### config.mk
export PLATFORM = sky130hd
export DESIGN_NAME = bsc_ctrl
export DESIGN_NICKNAME = d
export VERILOG_FILES = /design/src/design/bsc_pkg.sv /design/src/design/bsc_ctrl.sv /design/src/design/bsc_chain.sv
export SDC_FILE = /design/constraint.sdc
export NUM_CORES = 1
export LEC_CHECK = 0
export BUFFER_PORTS_ARGS = -buffer_cell sky130_fd_sc_hd__buf_2
export CAP_MARGIN = 20
export CORE_AREA = 3 3 255 257
export DETAILED_ROUTE_END_ITERATION = 7
export DIE_AREA = 0 0 258 260
export PLACE_DENSITY = 0.81
export SYNTH_ARGS = -nofsm -noshare
export SYNTH_HDL_FRONTEND = slang
export SYNTH_HIERARCHICAL = 1
export SYNTH_SLANG_ARGS = --single-unit
export TNS_END_PERCENT = 100
### constraint.sdc
create_clock -name clk_i -period 1.6 [get_ports clk_i]
set_input_delay 0.32 -clock clk_i [delete_from_list [all_inputs] [get_ports clk_i]]
set_output_delay 0.32 -clock clk_i [all_outputs]
set_load 0.02 [all_outputs]
### src/design/bsc_pkg.sv
// Constants, register map and chain layout of the boundary-scan control block
package bsc_pkg;

    // Register offsets on the plain register port
    localparam logic [7:0] ADDR_STATUS  = 8'h34;
    localparam logic [7:0] ADDR_CONTROL = 8'h35;

    // Field positions
    localparam int CTL_DISABLE_BIT  = 7;
    localparam int CTL_PULLUP_BIT   = 4;
    localparam int CTL_VECSEL_BIT   = 1;
    localparam int CTL_VECUNLK_BIT  = 0;
    localparam int STS_TESTRST_BIT  = 4;

    // Values after reset
    localparam logic [7:0] CONTROL_RST  = 8'h00;
    localparam logic       TESTRST_RST  = 1'b0;

    // Second write of the timed sequence must land within this many cycles
    localparam logic [2:0] TIMED_WINDOW_CYC = 3'h4;
    localparam int         SYNC_STAGES      = 2;

    // Chain layout
    localparam int CHAIN_LEN      = 165;
    localparam int PIN_SLOTS      = 82;
    localparam int RESET_CELL_POS = 110;
    localparam int PIN_COUNT      = 88;

    // Pin index is port*8+bit, ports in order A B C D E F G H J K L
    localparam int PORT_A = 0;
    localparam int PORT_B = 1;
    localparam int PORT_C = 2;
    localparam int PORT_D = 3;
    localparam int PORT_E = 4;
    localparam int PORT_F = 5;
    localparam int PORT_G = 6;
    localparam int PORT_H = 7;
    localparam int PORT_J = 8;
    localparam int PORT_K = 9;
    localparam int PORT_L = 10;

    // Pins that own a cell; F4..F7 serve the test port, G6/G7 do not exist
    localparam logic [87:0] CELL_MASK = 88'hff_ff_ff_ff_3f_0f_ff_ff_ff_ff_ff;

    // Chain runs from slot 0 upward through these runs of pins
    localparam int SEG_NUM = 16;
    localparam int SEG_START [SEG_NUM] = '{
        PORT_F*8+0, PORT_K*8+0, PORT_J*8+7, PORT_A*8+0,
        PORT_G*8+2, PORT_J*8+6, PORT_C*8+7, PORT_G*8+1,
        PORT_D*8+7, PORT_L*8+7, PORT_G*8+4, PORT_H*8+7,
        PORT_B*8+7, PORT_H*8+6, PORT_E*8+7, PORT_G*8+5};
    localparam int SEG_LEN [SEG_NUM] = '{4, 8, 1, 8, 1, 7, 8, 2, 8, 8, 2, 1, 8, 7, 8, 1};
    localparam bit SEG_UP  [SEG_NUM] = '{1, 1, 1, 1, 1, 0, 0, 0, 0, 0, 0, 0, 0, 0, 0, 0};

    // Pin served by a chain slot
    function automatic int slot_pin(input int slot);
        int base;
        int res;
        base = 0;
        res  = 0;
        for (int i = 0; i < SEG_NUM; i++) begin
            if (slot >= base && slot < base + SEG_LEN[i]) begin
                res = SEG_UP[i] ? SEG_START[i] + (slot - base) : SEG_START[i] - (slot - base);
            end
            base = base + SEG_LEN[i];
        end
        return res;
    endfunction

    // Control cell position; the data cell is one above it
    function automatic int ctrl_pos(input int slot);
        return (slot < RESET_CELL_POS / 2) ? 2 * slot : 2 * slot + 1;
    endfunction

endpackage

### src/design/bsc_ctrl.sv
// Boundary-scan chain control, test-port disable and test-reset flag
`timescale 1ns/10ps
// Summary of operation
// RULE1: Reset pin gets observe-only cell, never driven
// RULE2: Port active when fuse set and disable clear
// RULE3: Disable bit changes only on timed double write
// RULE4: Software keeps disable bit while debugging
// RULE5: Test reset sets status flag bit four
// RULE6: Flag cleared by power-on or zero write
// RULE7: Bit zero shifts in first, out first
// RULE8: Chain follows pin order, ports A K reversed; port F is reversed as well here
// RULE9: Analog cells would take top chain positions
// RULE10: Data cell first flop, control cell second
// RULE11: Port F pins four to seven unscanned
// RULE12: Reset cell sits at position 110
// RULE13: Chain order fixed from 164 to 0
// RULE14: Device held reset while reset register high
// RULE15: Missed second write keeps old disable value
// RULE16: Reserved bits read zero, writes ignored
module bsc_ctrl #(
    parameter int NPINS = bsc_pkg::PIN_COUNT
) (
    input  wire logic             clk_i,
    input  wire logic             rst_i,
    input  wire logic             other_reset_i,
    input  wire logic             fuse_enable_i,
    // Register port
    input  wire logic [7:0]       addr_i,
    input  wire logic [7:0]       wdata_i,
    input  wire logic             wr_i,
    input  wire logic             rd_i,
    output logic      [7:0]       rdata_o,
    // Test access pins and controller state
    input  wire logic             tck_i,
    input  wire logic             tdi_i,
    output logic                  tdo_o,
    output logic                  tdo_oe_o,
    input  wire logic             tap_capture_i,
    input  wire logic             tap_shift_i,
    input  wire logic             tap_update_i,
    input  wire logic             sel_chain_i,
    input  wire logic             sel_reset_i,
    input  wire logic             extest_i,
    // Reset pin, observed only
    input  wire logic             reset_pin_n_i,
    // Port pins
    input  wire logic [NPINS-1:0] pin_in_i,
    input  wire logic [NPINS-1:0] core_out_i,
    input  wire logic [NPINS-1:0] core_oe_i,
    input  wire logic [NPINS-1:0] core_pullup_i,
    output logic      [NPINS-1:0] pin_out_o,
    output logic      [NPINS-1:0] pin_oe_o,
    output logic      [NPINS-1:0] pin_pullup_o,
    // Core-side controls
    output logic                  test_port_active_o,
    output logic                  core_reset_o,
    output logic                  vector_table_select_o,
    output logic                  vector_change_unlock_o
);
    localparam int NCTL = 9;
    localparam int NSYN = NCTL + NPINS;
    localparam int LEN  = bsc_pkg::CHAIN_LEN;

    // Synchronisers for everything arriving from the test clock or pins
    logic [NSYN-1:0] sync1_reg;
    logic [NSYN-1:0] sync2_reg;
    logic [NSYN-1:0] async_in;

    assign async_in = {pin_in_i, tck_i, tdi_i, tap_capture_i, tap_shift_i,
                       tap_update_i, sel_chain_i, sel_reset_i, extest_i, reset_pin_n_i};

    always_ff @(posedge clk_i) begin
        if (rst_i) begin
            sync1_reg <= '0;
            sync2_reg <= '0;
        end else begin
            sync1_reg <= async_in;
            sync2_reg <= sync1_reg;
        end
    end

    wire logic [NPINS-1:0] pin_s;
    wire logic             tck_s;
    wire logic             tdi_s;
    wire logic             cap_s;
    wire logic             shift_s;
    wire logic             upd_s;
    wire logic             selc_s;
    wire logic             selr_s;
    wire logic             ext_s;
    wire logic             rstpin_s;

    assign pin_s    = sync2_reg[NSYN-1:NCTL];
    assign tck_s    = sync2_reg[8];
    assign tdi_s    = sync2_reg[7];
    assign cap_s    = sync2_reg[6];
    assign shift_s  = sync2_reg[5];
    assign upd_s    = sync2_reg[4];
    assign selc_s   = sync2_reg[3];
    assign selr_s   = sync2_reg[2];
    assign ext_s    = sync2_reg[1];
    assign rstpin_s = sync2_reg[0];

    // Edges of the test clock, seen from the system clock
    logic tck_prev_reg;

    always_ff @(posedge clk_i) begin
        if (rst_i) begin
            tck_prev_reg <= 1'b0;
        end else begin
            tck_prev_reg <= tck_s;
        end
    end

    wire logic tck_rise;
    wire logic tck_fall;

    assign tck_rise = tck_s & ~tck_prev_reg;
    assign tck_fall = ~tck_s & tck_prev_reg;

    // Control register
    logic       disable_reg;
    logic       pullup_off_reg;
    logic       vecsel_reg;
    logic       vecunlk_reg;
    logic [2:0] arm_cnt_reg;
    logic       arm_val_reg;
    logic       test_reset_flag_reg;
    logic       reset_data_reg;

    wire logic port_active;
    wire logic wr_ctl;
    wire logic wr_sts;
    wire logic new_disable;
    wire logic second_write;
    wire logic ctl_reset;

    assign port_active  = fuse_enable_i & ~disable_reg; // RULE2
    assign wr_ctl       = wr_i & (addr_i == bsc_pkg::ADDR_CONTROL);
    assign wr_sts       = wr_i & (addr_i == bsc_pkg::ADDR_STATUS);
    assign new_disable  = wdata_i[bsc_pkg::CTL_DISABLE_BIT];
    // A second matching write inside the window commits the value
    assign second_write = wr_ctl & (arm_cnt_reg != 3'h0) & (new_disable == arm_val_reg); // RULE3
    assign ctl_reset    = rst_i | other_reset_i | core_reset_o;

    // Software must leave the disable bit alone during debug; nothing here guards it
    always_ff @(posedge clk_i) begin
        if (ctl_reset) begin
            disable_reg <= bsc_pkg::CONTROL_RST[bsc_pkg::CTL_DISABLE_BIT];
            arm_cnt_reg <= 3'h0;
            arm_val_reg <= 1'b0;
        end else if (second_write) begin
            disable_reg <= new_disable; // RULE3
            arm_cnt_reg <= 3'h0;
        end else if (wr_ctl) begin
            arm_cnt_reg <= bsc_pkg::TIMED_WINDOW_CYC;
            arm_val_reg <= new_disable;
        end else if (arm_cnt_reg != 3'h0) begin
            // Window runs out with the old value kept
            arm_cnt_reg <= arm_cnt_reg - 3'h1; // RULE15
        end
    end

    // Plain control bits take every write; reserved bits are not stored
    always_ff @(posedge clk_i) begin
        if (ctl_reset) begin
            pullup_off_reg <= bsc_pkg::CONTROL_RST[bsc_pkg::CTL_PULLUP_BIT];
            vecsel_reg     <= bsc_pkg::CONTROL_RST[bsc_pkg::CTL_VECSEL_BIT];
            vecunlk_reg    <= bsc_pkg::CONTROL_RST[bsc_pkg::CTL_VECUNLK_BIT];
        end else if (wr_ctl) begin
            pullup_off_reg <= wdata_i[bsc_pkg::CTL_PULLUP_BIT]; // RULE16
            vecsel_reg     <= wdata_i[bsc_pkg::CTL_VECSEL_BIT];
            vecunlk_reg    <= wdata_i[bsc_pkg::CTL_VECUNLK_BIT];
        end
    end

    // Test reset flag: only power-on reset or a zero write clears it
    always_ff @(posedge clk_i) begin
        if (rst_i) begin
            test_reset_flag_reg <= bsc_pkg::TESTRST_RST; // RULE6
        end else if (core_reset_o) begin
            test_reset_flag_reg <= 1'b1; // RULE5
        end else if (wr_sts && !wdata_i[bsc_pkg::STS_TESTRST_BIT]) begin
            test_reset_flag_reg <= 1'b0; // RULE6
        end
    end

    // Read port, data one cycle after the strobe
    wire logic [7:0] ctl_view;
    wire logic [7:0] sts_view;
    wire logic [7:0] rd_mux;

    assign ctl_view = {disable_reg, 2'b00, pullup_off_reg, 2'b00, vecsel_reg, vecunlk_reg}; // RULE16
    assign sts_view = {3'b000, test_reset_flag_reg, 4'h0}; // RULE16
    assign rd_mux   = (addr_i == bsc_pkg::ADDR_CONTROL) ? ctl_view :
                      (addr_i == bsc_pkg::ADDR_STATUS)  ? sts_view : 8'h00;

    always_ff @(posedge clk_i) begin
        if (rst_i) begin
            rdata_o <= 8'h00;
        end else if (rd_i) begin
            rdata_o <= rd_mux;
        end else begin
            rdata_o <= 8'h00;
        end
    end

    // Chain strobes, all gated by the port enable
    wire logic scan_capture;
    wire logic scan_shift;
    wire logic scan_update;
    wire logic rreg_shift;

    assign scan_capture = port_active & tck_rise & cap_s & selc_s;
    assign scan_shift   = port_active & tck_rise & shift_s & selc_s; // RULE7
    assign scan_update  = port_active & tck_fall & upd_s & selc_s;
    assign rreg_shift   = port_active & tck_rise & shift_s & selr_s;

    // Capture and update maps
    wire logic [LEN-1:0]   cap_vec;
    wire logic [LEN-1:0]   upd_vec;
    wire logic [NPINS-1:0] bs_drv;
    wire logic [NPINS-1:0] bs_oe;
    wire logic             chain_tdo;

    // Reset pin only feeds capture; its update bit goes nowhere
    assign cap_vec[bsc_pkg::RESET_CELL_POS] = rstpin_s; // RULE1 RULE12

    // Mixed-signal pins carry no cells, so nothing is placed above the pin cells
    for (genvar s = 0; s < bsc_pkg::PIN_SLOTS; s++) begin : g_slot // RULE9
        localparam int P = bsc_pkg::slot_pin(s); // RULE8 RULE13
        localparam int C = bsc_pkg::ctrl_pos(s);
        assign cap_vec[C + 1] = pin_s[P]; // RULE10
        assign cap_vec[C]     = core_oe_i[P]; // RULE10
        assign bs_drv[P]      = upd_vec[C + 1];
        assign bs_oe[P]       = upd_vec[C];
    end

    for (genvar p = 0; p < NPINS; p++) begin : g_nocell
        if (!bsc_pkg::CELL_MASK[p]) begin : g_tap
            assign bs_drv[p] = 1'b0; // RULE11
            assign bs_oe[p]  = 1'b0;
        end
    end

    bsc_chain #(
        .LEN           (LEN)
    ) u_chain (
        .clk_i         (clk_i),
        .rst_i         (rst_i),
        .capture_i     (scan_capture),
        .shift_i       (scan_shift),
        .update_i      (scan_update),
        .tdi_i         (tdi_s),
        .capture_vec_i (cap_vec),
        .update_vec_o  (upd_vec),
        .tdo_o         (chain_tdo)
    );

    // One-bit reset data register, shifted under the reset instruction
    always_ff @(posedge clk_i) begin
        if (rst_i) begin
            reset_data_reg <= 1'b0;
        end else if (rreg_shift) begin
            reset_data_reg <= tdi_s;
        end
    end

    // Unlatched reset register: core reset follows its contents directly, but only while the port is active
    always_ff @(posedge clk_i) begin
        if (rst_i) begin
            core_reset_o <= 1'b0;
        end else begin
            core_reset_o <= reset_data_reg & port_active; // RULE14
        end
    end

    // Serial output moves on the falling test-clock edge
    always_ff @(posedge clk_i) begin
        if (rst_i) begin
            tdo_o    <= 1'b0;
            tdo_oe_o <= 1'b0;
        end else if (tck_fall) begin
            tdo_o    <= selr_s ? reset_data_reg : chain_tdo; // RULE7
            tdo_oe_o <= port_active & shift_s & (selc_s | selr_s);
        end
    end

    // Pin drivers: update latches win only under the external-test instruction
    wire logic             ext_on;
    wire logic [NPINS-1:0] drv_sel;

    assign ext_on  = port_active & ext_s & selc_s;
    // Pins without a cell are held quiet too, so the core cannot fight the tester
    assign drv_sel = ext_on ? '1 : '0;

    always_ff @(posedge clk_i) begin
        if (rst_i) begin
            pin_out_o    <= '0;
            pin_oe_o     <= '0;
            pin_pullup_o <= '0;
        end else begin
            pin_out_o    <= (bs_drv & drv_sel) | (core_out_i & ~drv_sel);
            pin_oe_o     <= (bs_oe & drv_sel) | (core_oe_i & ~drv_sel);
            // Pull-ups are off while the chain is the selected path
            pin_pullup_o <= (pullup_off_reg || (port_active && selc_s)) ? '0 : core_pullup_i;
        end
    end

    always_ff @(posedge clk_i) begin
        if (rst_i) begin
            test_port_active_o     <= 1'b0;
            vector_table_select_o  <= 1'b0;
            vector_change_unlock_o <= 1'b0;
        end else begin
            test_port_active_o     <= port_active; // RULE2
            vector_table_select_o  <= vecsel_reg;
            vector_change_unlock_o <= vecunlk_reg;
        end
    end
endmodule

### src/design/bsc_chain.sv
// Boundary-scan shift register with capture and update stages
`timescale 1ns/10ps
module bsc_chain #(
    parameter int LEN = bsc_pkg::CHAIN_LEN
) (
    input  wire logic           clk_i,
    input  wire logic           rst_i,
    input  wire logic           capture_i,
    input  wire logic           shift_i,
    input  wire logic           update_i,
    input  wire logic           tdi_i,
    input  wire logic [LEN-1:0] capture_vec_i,
    output logic      [LEN-1:0] update_vec_o,
    output logic                tdo_o
);
    logic [LEN-1:0] shift_reg;
    logic [LEN-1:0] shift_next;

    // Serial data enters at the top and leaves from bit 0
    assign shift_next = shift_i ? {tdi_i, shift_reg[LEN-1:1]} : capture_vec_i;
    assign tdo_o      = shift_reg[0];

    always_ff @(posedge clk_i) begin
        if (rst_i) begin
            shift_reg <= '0;
        end else if (shift_i || capture_i) begin
            shift_reg <= shift_next;
        end
    end

    // Update latches hold still while the chain shifts
    always_ff @(posedge clk_i) begin
        if (rst_i) begin
            update_vec_o <= '0;
        end else if (update_i) begin
            update_vec_o <= shift_reg;
        end
    end
endmodule

After elaboration in Yosys (flattened, before gate mapping)
Cells that the tools add are included.
{"block": "word_totals", "register_bits": 813, "inputBits": 383, "out_inout_bits": 278, "word_cells": 88}
{"block": "op_classes", "n_addsub": 1, "n_eq_ne": 3, "muxes": 9, "bitwise": 36, "n_reduce_logical": 14}
{"operator": "AND 88 bit", "n": 4}
{"operator": "OR 88 bit", "n": 2}
{"operator": "two-way mux 165 bit", "n": 1}
{"operator": "two-way mux 88 bit", "n": 1}
{"operator": "NOT 88 bit", "n": 1}
{"operator": "AND 1 bit", "n": 21}
{"operator": "== test 8 x 6 -> 1 bit, second input constant", "n": 2}
{"operator": "two-way mux 8 bit", "n": 1}
{"operator": "two-way mux 3 bit", "n": 2}
{"operator": "OR reduction 2 bit", "n": 3}
{"operator": "OR reduction 3 bit", "n": 2}
{"operator": "two-way mux 5 bit", "n": 1}
{"operator": "NOT 1 bit", "n": 5}
{"operator": "nonzero test 2 bit", "n": 2}
{"operator": "two-way mux 1 bit", "n": 3}
{"operator": "OR 1 bit", "n": 3}
{"operator": "nonzero test 3 bit", "n": 1}
{"operator": "subtractor 3 x 1 -> 3 bit, second input constant", "n": 1}
{"operator": "logical AND 1 bit", "n": 2}
{"operator": "logical OR 1 bit", "n": 2}
{"operator": "AND reduction 2 bit", "n": 1}
{"operator": "== test 1 bit", "n": 1}
{"operator": "logical NOT 1 bit", "n": 1}

Depth between registers and ports, before layout
{"block": "logic_depth", "ltp_word": 8, "ltp_mapped": 7, "depth_no_buf": 6}

Modules after synthesis
The synthesis kept the hierarchy.
{"mod": "bsc_ctrl", "instances": 1, "cells_per_inst": 1401, "area_per_inst_um2": 14208.6, "seq_area_each_um2": 9349.0}
{"mod": "bsc_chain", "instances": 1, "cells_per_inst": 1267, "area_per_inst_um2": 14107.3, "seq_area_each_um2": 6606.3}

Worst setup path after synthesis
OpenSTA, ideal clock, no wires.
{"block": "synth_path", "path_type": "register -> register", "startpoint": "reg disable_reg", "endpoint": "reg u_chain.shift_reg[28]", "arrival_time_ns": 1.470, "required_ns": 1.454, "setup_slack_ns": -0.016, "stages_incl_launch_ff": 8, "synth_period_minus_slack_ns": 1.616, "path_cell_list": "dfxtp_1 -> and3b_2 -> and3_1 -> buf_4 -> buf_12 -> buf_12 -> mux2i_1 -> a211oi_2"}
{"block": "synth_via", "elab_chain_len": 6, "elab_cells_between_ends": 9}
{"element": "start: declaration", "line": "bsc_ctrl.sv:122", "rtl": "logic disable_reg;"}
{"element": "start signal: assignment", "line": "bsc_ctrl.sv:149", "rtl": "disable_reg <= bsc_pkg::CONTROL_RST[bsc_pkg::CTL_DISABLE_BIT];"}
{"element": "start signal: assignment", "line": "bsc_ctrl.sv:153", "rtl": "disable_reg <= new_disable;"}
{"element": "NOT 1 bit", "line": "bsc_ctrl.sv:138", "rtl": "assign port_active = fuse_enable_i & ~disable_reg;"}
{"element": "AND 1 bit", "line": "bsc_ctrl.sv:138"}
{"element": "AND 1 bit (3 in series)", "line": "bsc_ctrl.sv:214", "rtl": "assign scan_capture = port_active & tck_rise & cap_s & selc_s;"}
{"element": "via scan_capture", "line": "bsc_ctrl.sv:209", "rtl": "wire logic scan_capture;"}
{"element": "logical OR 1 bit", "line": "bsc_chain.sv:26", "rtl": "end else if (shift_i || capture_i) begin"}
{"element": "end signal: assignment", "line": "bsc_chain.sv:27", "rtl": "shift_reg <= shift_next;"}
{"element": "end: declaration", "line": "bsc_chain.sv:16", "rtl": "logic [LEN-1:0] shift_reg;"}
The timed path passes the listed nets, and every way through them passes these cells.
A chain may end at the register's enable or synchronous reset.

Worst setup path after layout
{"block": "layout_path", "startpoint": "reg disable_reg", "endpoint": "reg pin_out_o[62]"}
{"block": "layout_via", "elab_chain_len": 8, "elab_cells_between_ends": 9}
{"element": "NOT 1 bit (*)", "line": "bsc_ctrl.sv:138"}
{"element": "AND 1 bit (*)", "line": "bsc_ctrl.sv:138"}
{"element": "AND 1 bit (*) (2 in series)", "line": "bsc_ctrl.sv:293", "rtl": "assign ext_on = port_active & ext_s & selc_s;"}
{"element": "two-way mux 88 bit (*)", "line": "bsc_ctrl.sv:295", "rtl": "assign drv_sel = ext_on ? '1 : '0;"}
{"element": "NOT 88 bit", "line": "bsc_ctrl.sv:303", "rtl": "pin_out_o <= (bs_drv & drv_sel) | (core_out_i & ~drv_sel);"}
{"element": "AND 88 bit", "line": "bsc_ctrl.sv:303"}
{"element": "OR 88 bit (*)", "line": "bsc_ctrl.sv:303"}
{"element": "end signal: assignment", "line": "bsc_ctrl.sv:303"}
{"element": "end: declaration", "line": "bsc_ctrl.sv:51", "rtl": "output logic [NPINS-1:0] pin_out_o,"}
Every way passes the cells marked *; elsewhere a longest branch is shown, timed or not.

==> impl_metrics.yaml <==
critical_path:
  crit_buf_inv: 4
  slowest_stage: "a21oi_1"
  crit_required_ns: 2.06
  critPathTopFamily: "buffers and inverters"
  start_kind: "flip-flop"
  crit_type: "reg2reg"
  cp_slowest_stage_delay_ns: 0.48
  cp_common_cell: "buf_6"
  worstPathArrival_ns: 2.64
  worstPathCellList: "and3b_2, buf_6, buf_6, nand2_8, buf_12, clkbuf_16, nand2_1, a21oi_1"
  end_kind: "flip-flop"
  cp_max_fo: 27
outcome:
  violations: "negative setup slack"
  outcome: "complete, but fails checks"
global_routing:
  grt_pass1_vias: 25800
  grtUsageTotal: 0.289
  grt_pass1_wl_mm: 151
  grt_start_max_net_pins: 87
  antenna_found_initial: 4
  grt_overflow: 0
die:
  die-area_sq_um: 67100
  initial_utilization: 0.449
  coreArea_sq_um: 63000
  die_w_um: 258
  die_y_um: 260
  rows: 92
  pin_count: 661
placement:
  place_area_sq_um: 33100
  port_buffers: 646
  place.detailed.hpwl_mm: 54.8
  gp_congestion: 0.847
timing:
  slew_violations: 0
  max_freq_ghz: 0.457
  worst_pin_slew_ns: 0.545
  final.min_clock_period_ns: 2.19
  skew_ns: 0.0437
  worst_slack_ns: -0.587
  slew_headroom: 0.637
  rsz0062_at_grt: "true"
  hold_viol: 0
  post-route-period-util: 1.37
  setup_violations: 593
logic_synthesis:
  ys_warn_count: 6
  postSynthAreaPerCell_sq_um: 10.6
  syn_inst: 2665
  synthesis.area_sq_um: 28300
layout:
  drive_gt1_frac: 0.349
  area_growth_pct: 50.4
  final_cell_area_sq_um: 42500
  largest_reg_flops: 165
  fill_cells: 3794
  nets: 4183
power:
  finalPower_mw: 44.2
  internal_power_mw: 33.4
  leakage_nw: 17.8
  clockPowerShare: 0.448
  p_sw_mw: 10.8
  p_seq_frac: 0.468
  p_sw_frac: 0.245
  power_density_nw_per_um2: 1040
  peakVddDrop_uv: 1120
  p_comb_frac: 0.084
clock_tree:
  clock_path_buffers: 3
  cts-root-buf: "clkbuf_16"
  numCtsBuffers: 81
  clock_sinks: 796
  htreeDepth: 3
  cts_tree: "yes"
  clk_pin_slew_worst_paths_ns: 0.07
  clkLatencyLatePin_ns: 0.63
drt:
  viasPerCell: 5.57
  vias: 26200
  wl_per_cell_um: 25.0
  postRouteAntennaNets: 0
  routed_wl_mm: 118
  drt_first_pass_iters: 5
  drc_errors: 0
  drtIter0Drc: 2769
worst_hold_path:
  min_path_type: "in2reg"
flow_run:
  drv_cap: 0
## what timing repair did
| action | 4_1_cts | 5_1_grt |
|---|---|---|
| hold buffers | 357 | 1 |
| hold endpoints to repair | 357 | 1 |
| resized for setup | 106 | 277 |
| endpoints found under the setup margin | 336 | 586 |
| setup buffers | 25 | 24 |
| pin swaps | 45 | 77 |
| cloned | 15 | 26 |
## power groups by stage
stage	registers [mW]	logic [mW]	clock network, mW
after floorplan	21.5	0.774	0
after CTS	20.6	3.23	19.5
after global placement	21.0	2.46	0
after global routing	20.7	3.84	20.6
after detailed placement	21.0	2.48	0
final	20.7	3.71	19.8
## cells in the final DEF, fill, tap and decap left out, drive strengths merged, types with 4 or more instances in the layout
master	count
a211oi	167
a21oi	167
and2	106
buf	867
bufinv	5
clkbuf	145
clkinv	11
conb	4
dfxtp	796
diode	4
dlygate4sd3	358
inv	10
mux2i	337
nand2	329
nor2	176
nor2b	354
## worst register-to-register path: stages (launching register included)
cell	delay, ns
dfxtp_4	0.36
and3b_2	0.25
buf_6	0.13
buf_6	0.12
nand2_8	0.13
buf_12	0.18
clkbuf_16	0.26
nand2_1	0.12
a21oi_1	0.48
## layer usage
layer,vias to the layer above,share of wire,track usage
met1,12400,0.34,0.322
met5,-,0.00023,0
met3,685,0.087,0.0602
li1,11100,-,-
met4,4,0.086,0.181
met2,2016,0.49,0.506
## cell type report
type	count	area [sq um]	area share
inverter	4	22.5	0.000529
multi-input combinational	1666	12200	0.286
timing repair buffer	1249	10600	0.250
tap	846	1060	0.0249
antenna	4	10.0	0.000235
sequential	796	15900	0.375
clock inverter	23	342	0.00803
clock buffer	121	2390	0.0561
## metrics by stage
stage	std cells	utilization	TNS, ns	hold WS, ns	setup slack [ns]
3_5_place_dp	4114	0.526	-29.65	0.423	-0.226
4_1_cts	4655	0.643	-32.52	0.00501	-0.162
3_3_place_gp	4114	0.526	-21.69	0.415	-0.152
5_1_grt	4707	0.676	-121.63	0.0354	-0.602
2_1_floorplan	2668	-	-0.395	0.414	-0.00892
6_report	4709	0.676	-107.78	0.0540	-0.587
## final timing paths
kind                            start                        to  slack [ns]  cells past startpoint
max          disable_reg$_SDFFE_PP0P_  pin_out_o[62]$_SDFF_PP0_       -0.59                      8
min reg2reg  sync1_reg[22]$_SDFF_PP0_  sync2_reg[22]$_SDFF_PP0_        0.44                      1
min                    core_out_i[56]  pin_out_o[56]$_SDFF_PP0_        0.05                      3
max reg2reg  disable_reg$_SDFFE_PP0P_  pin_out_o[62]$_SDFF_PP0_       -0.59                      8
No activity file was read; power rests on OpenSTA's default activity.
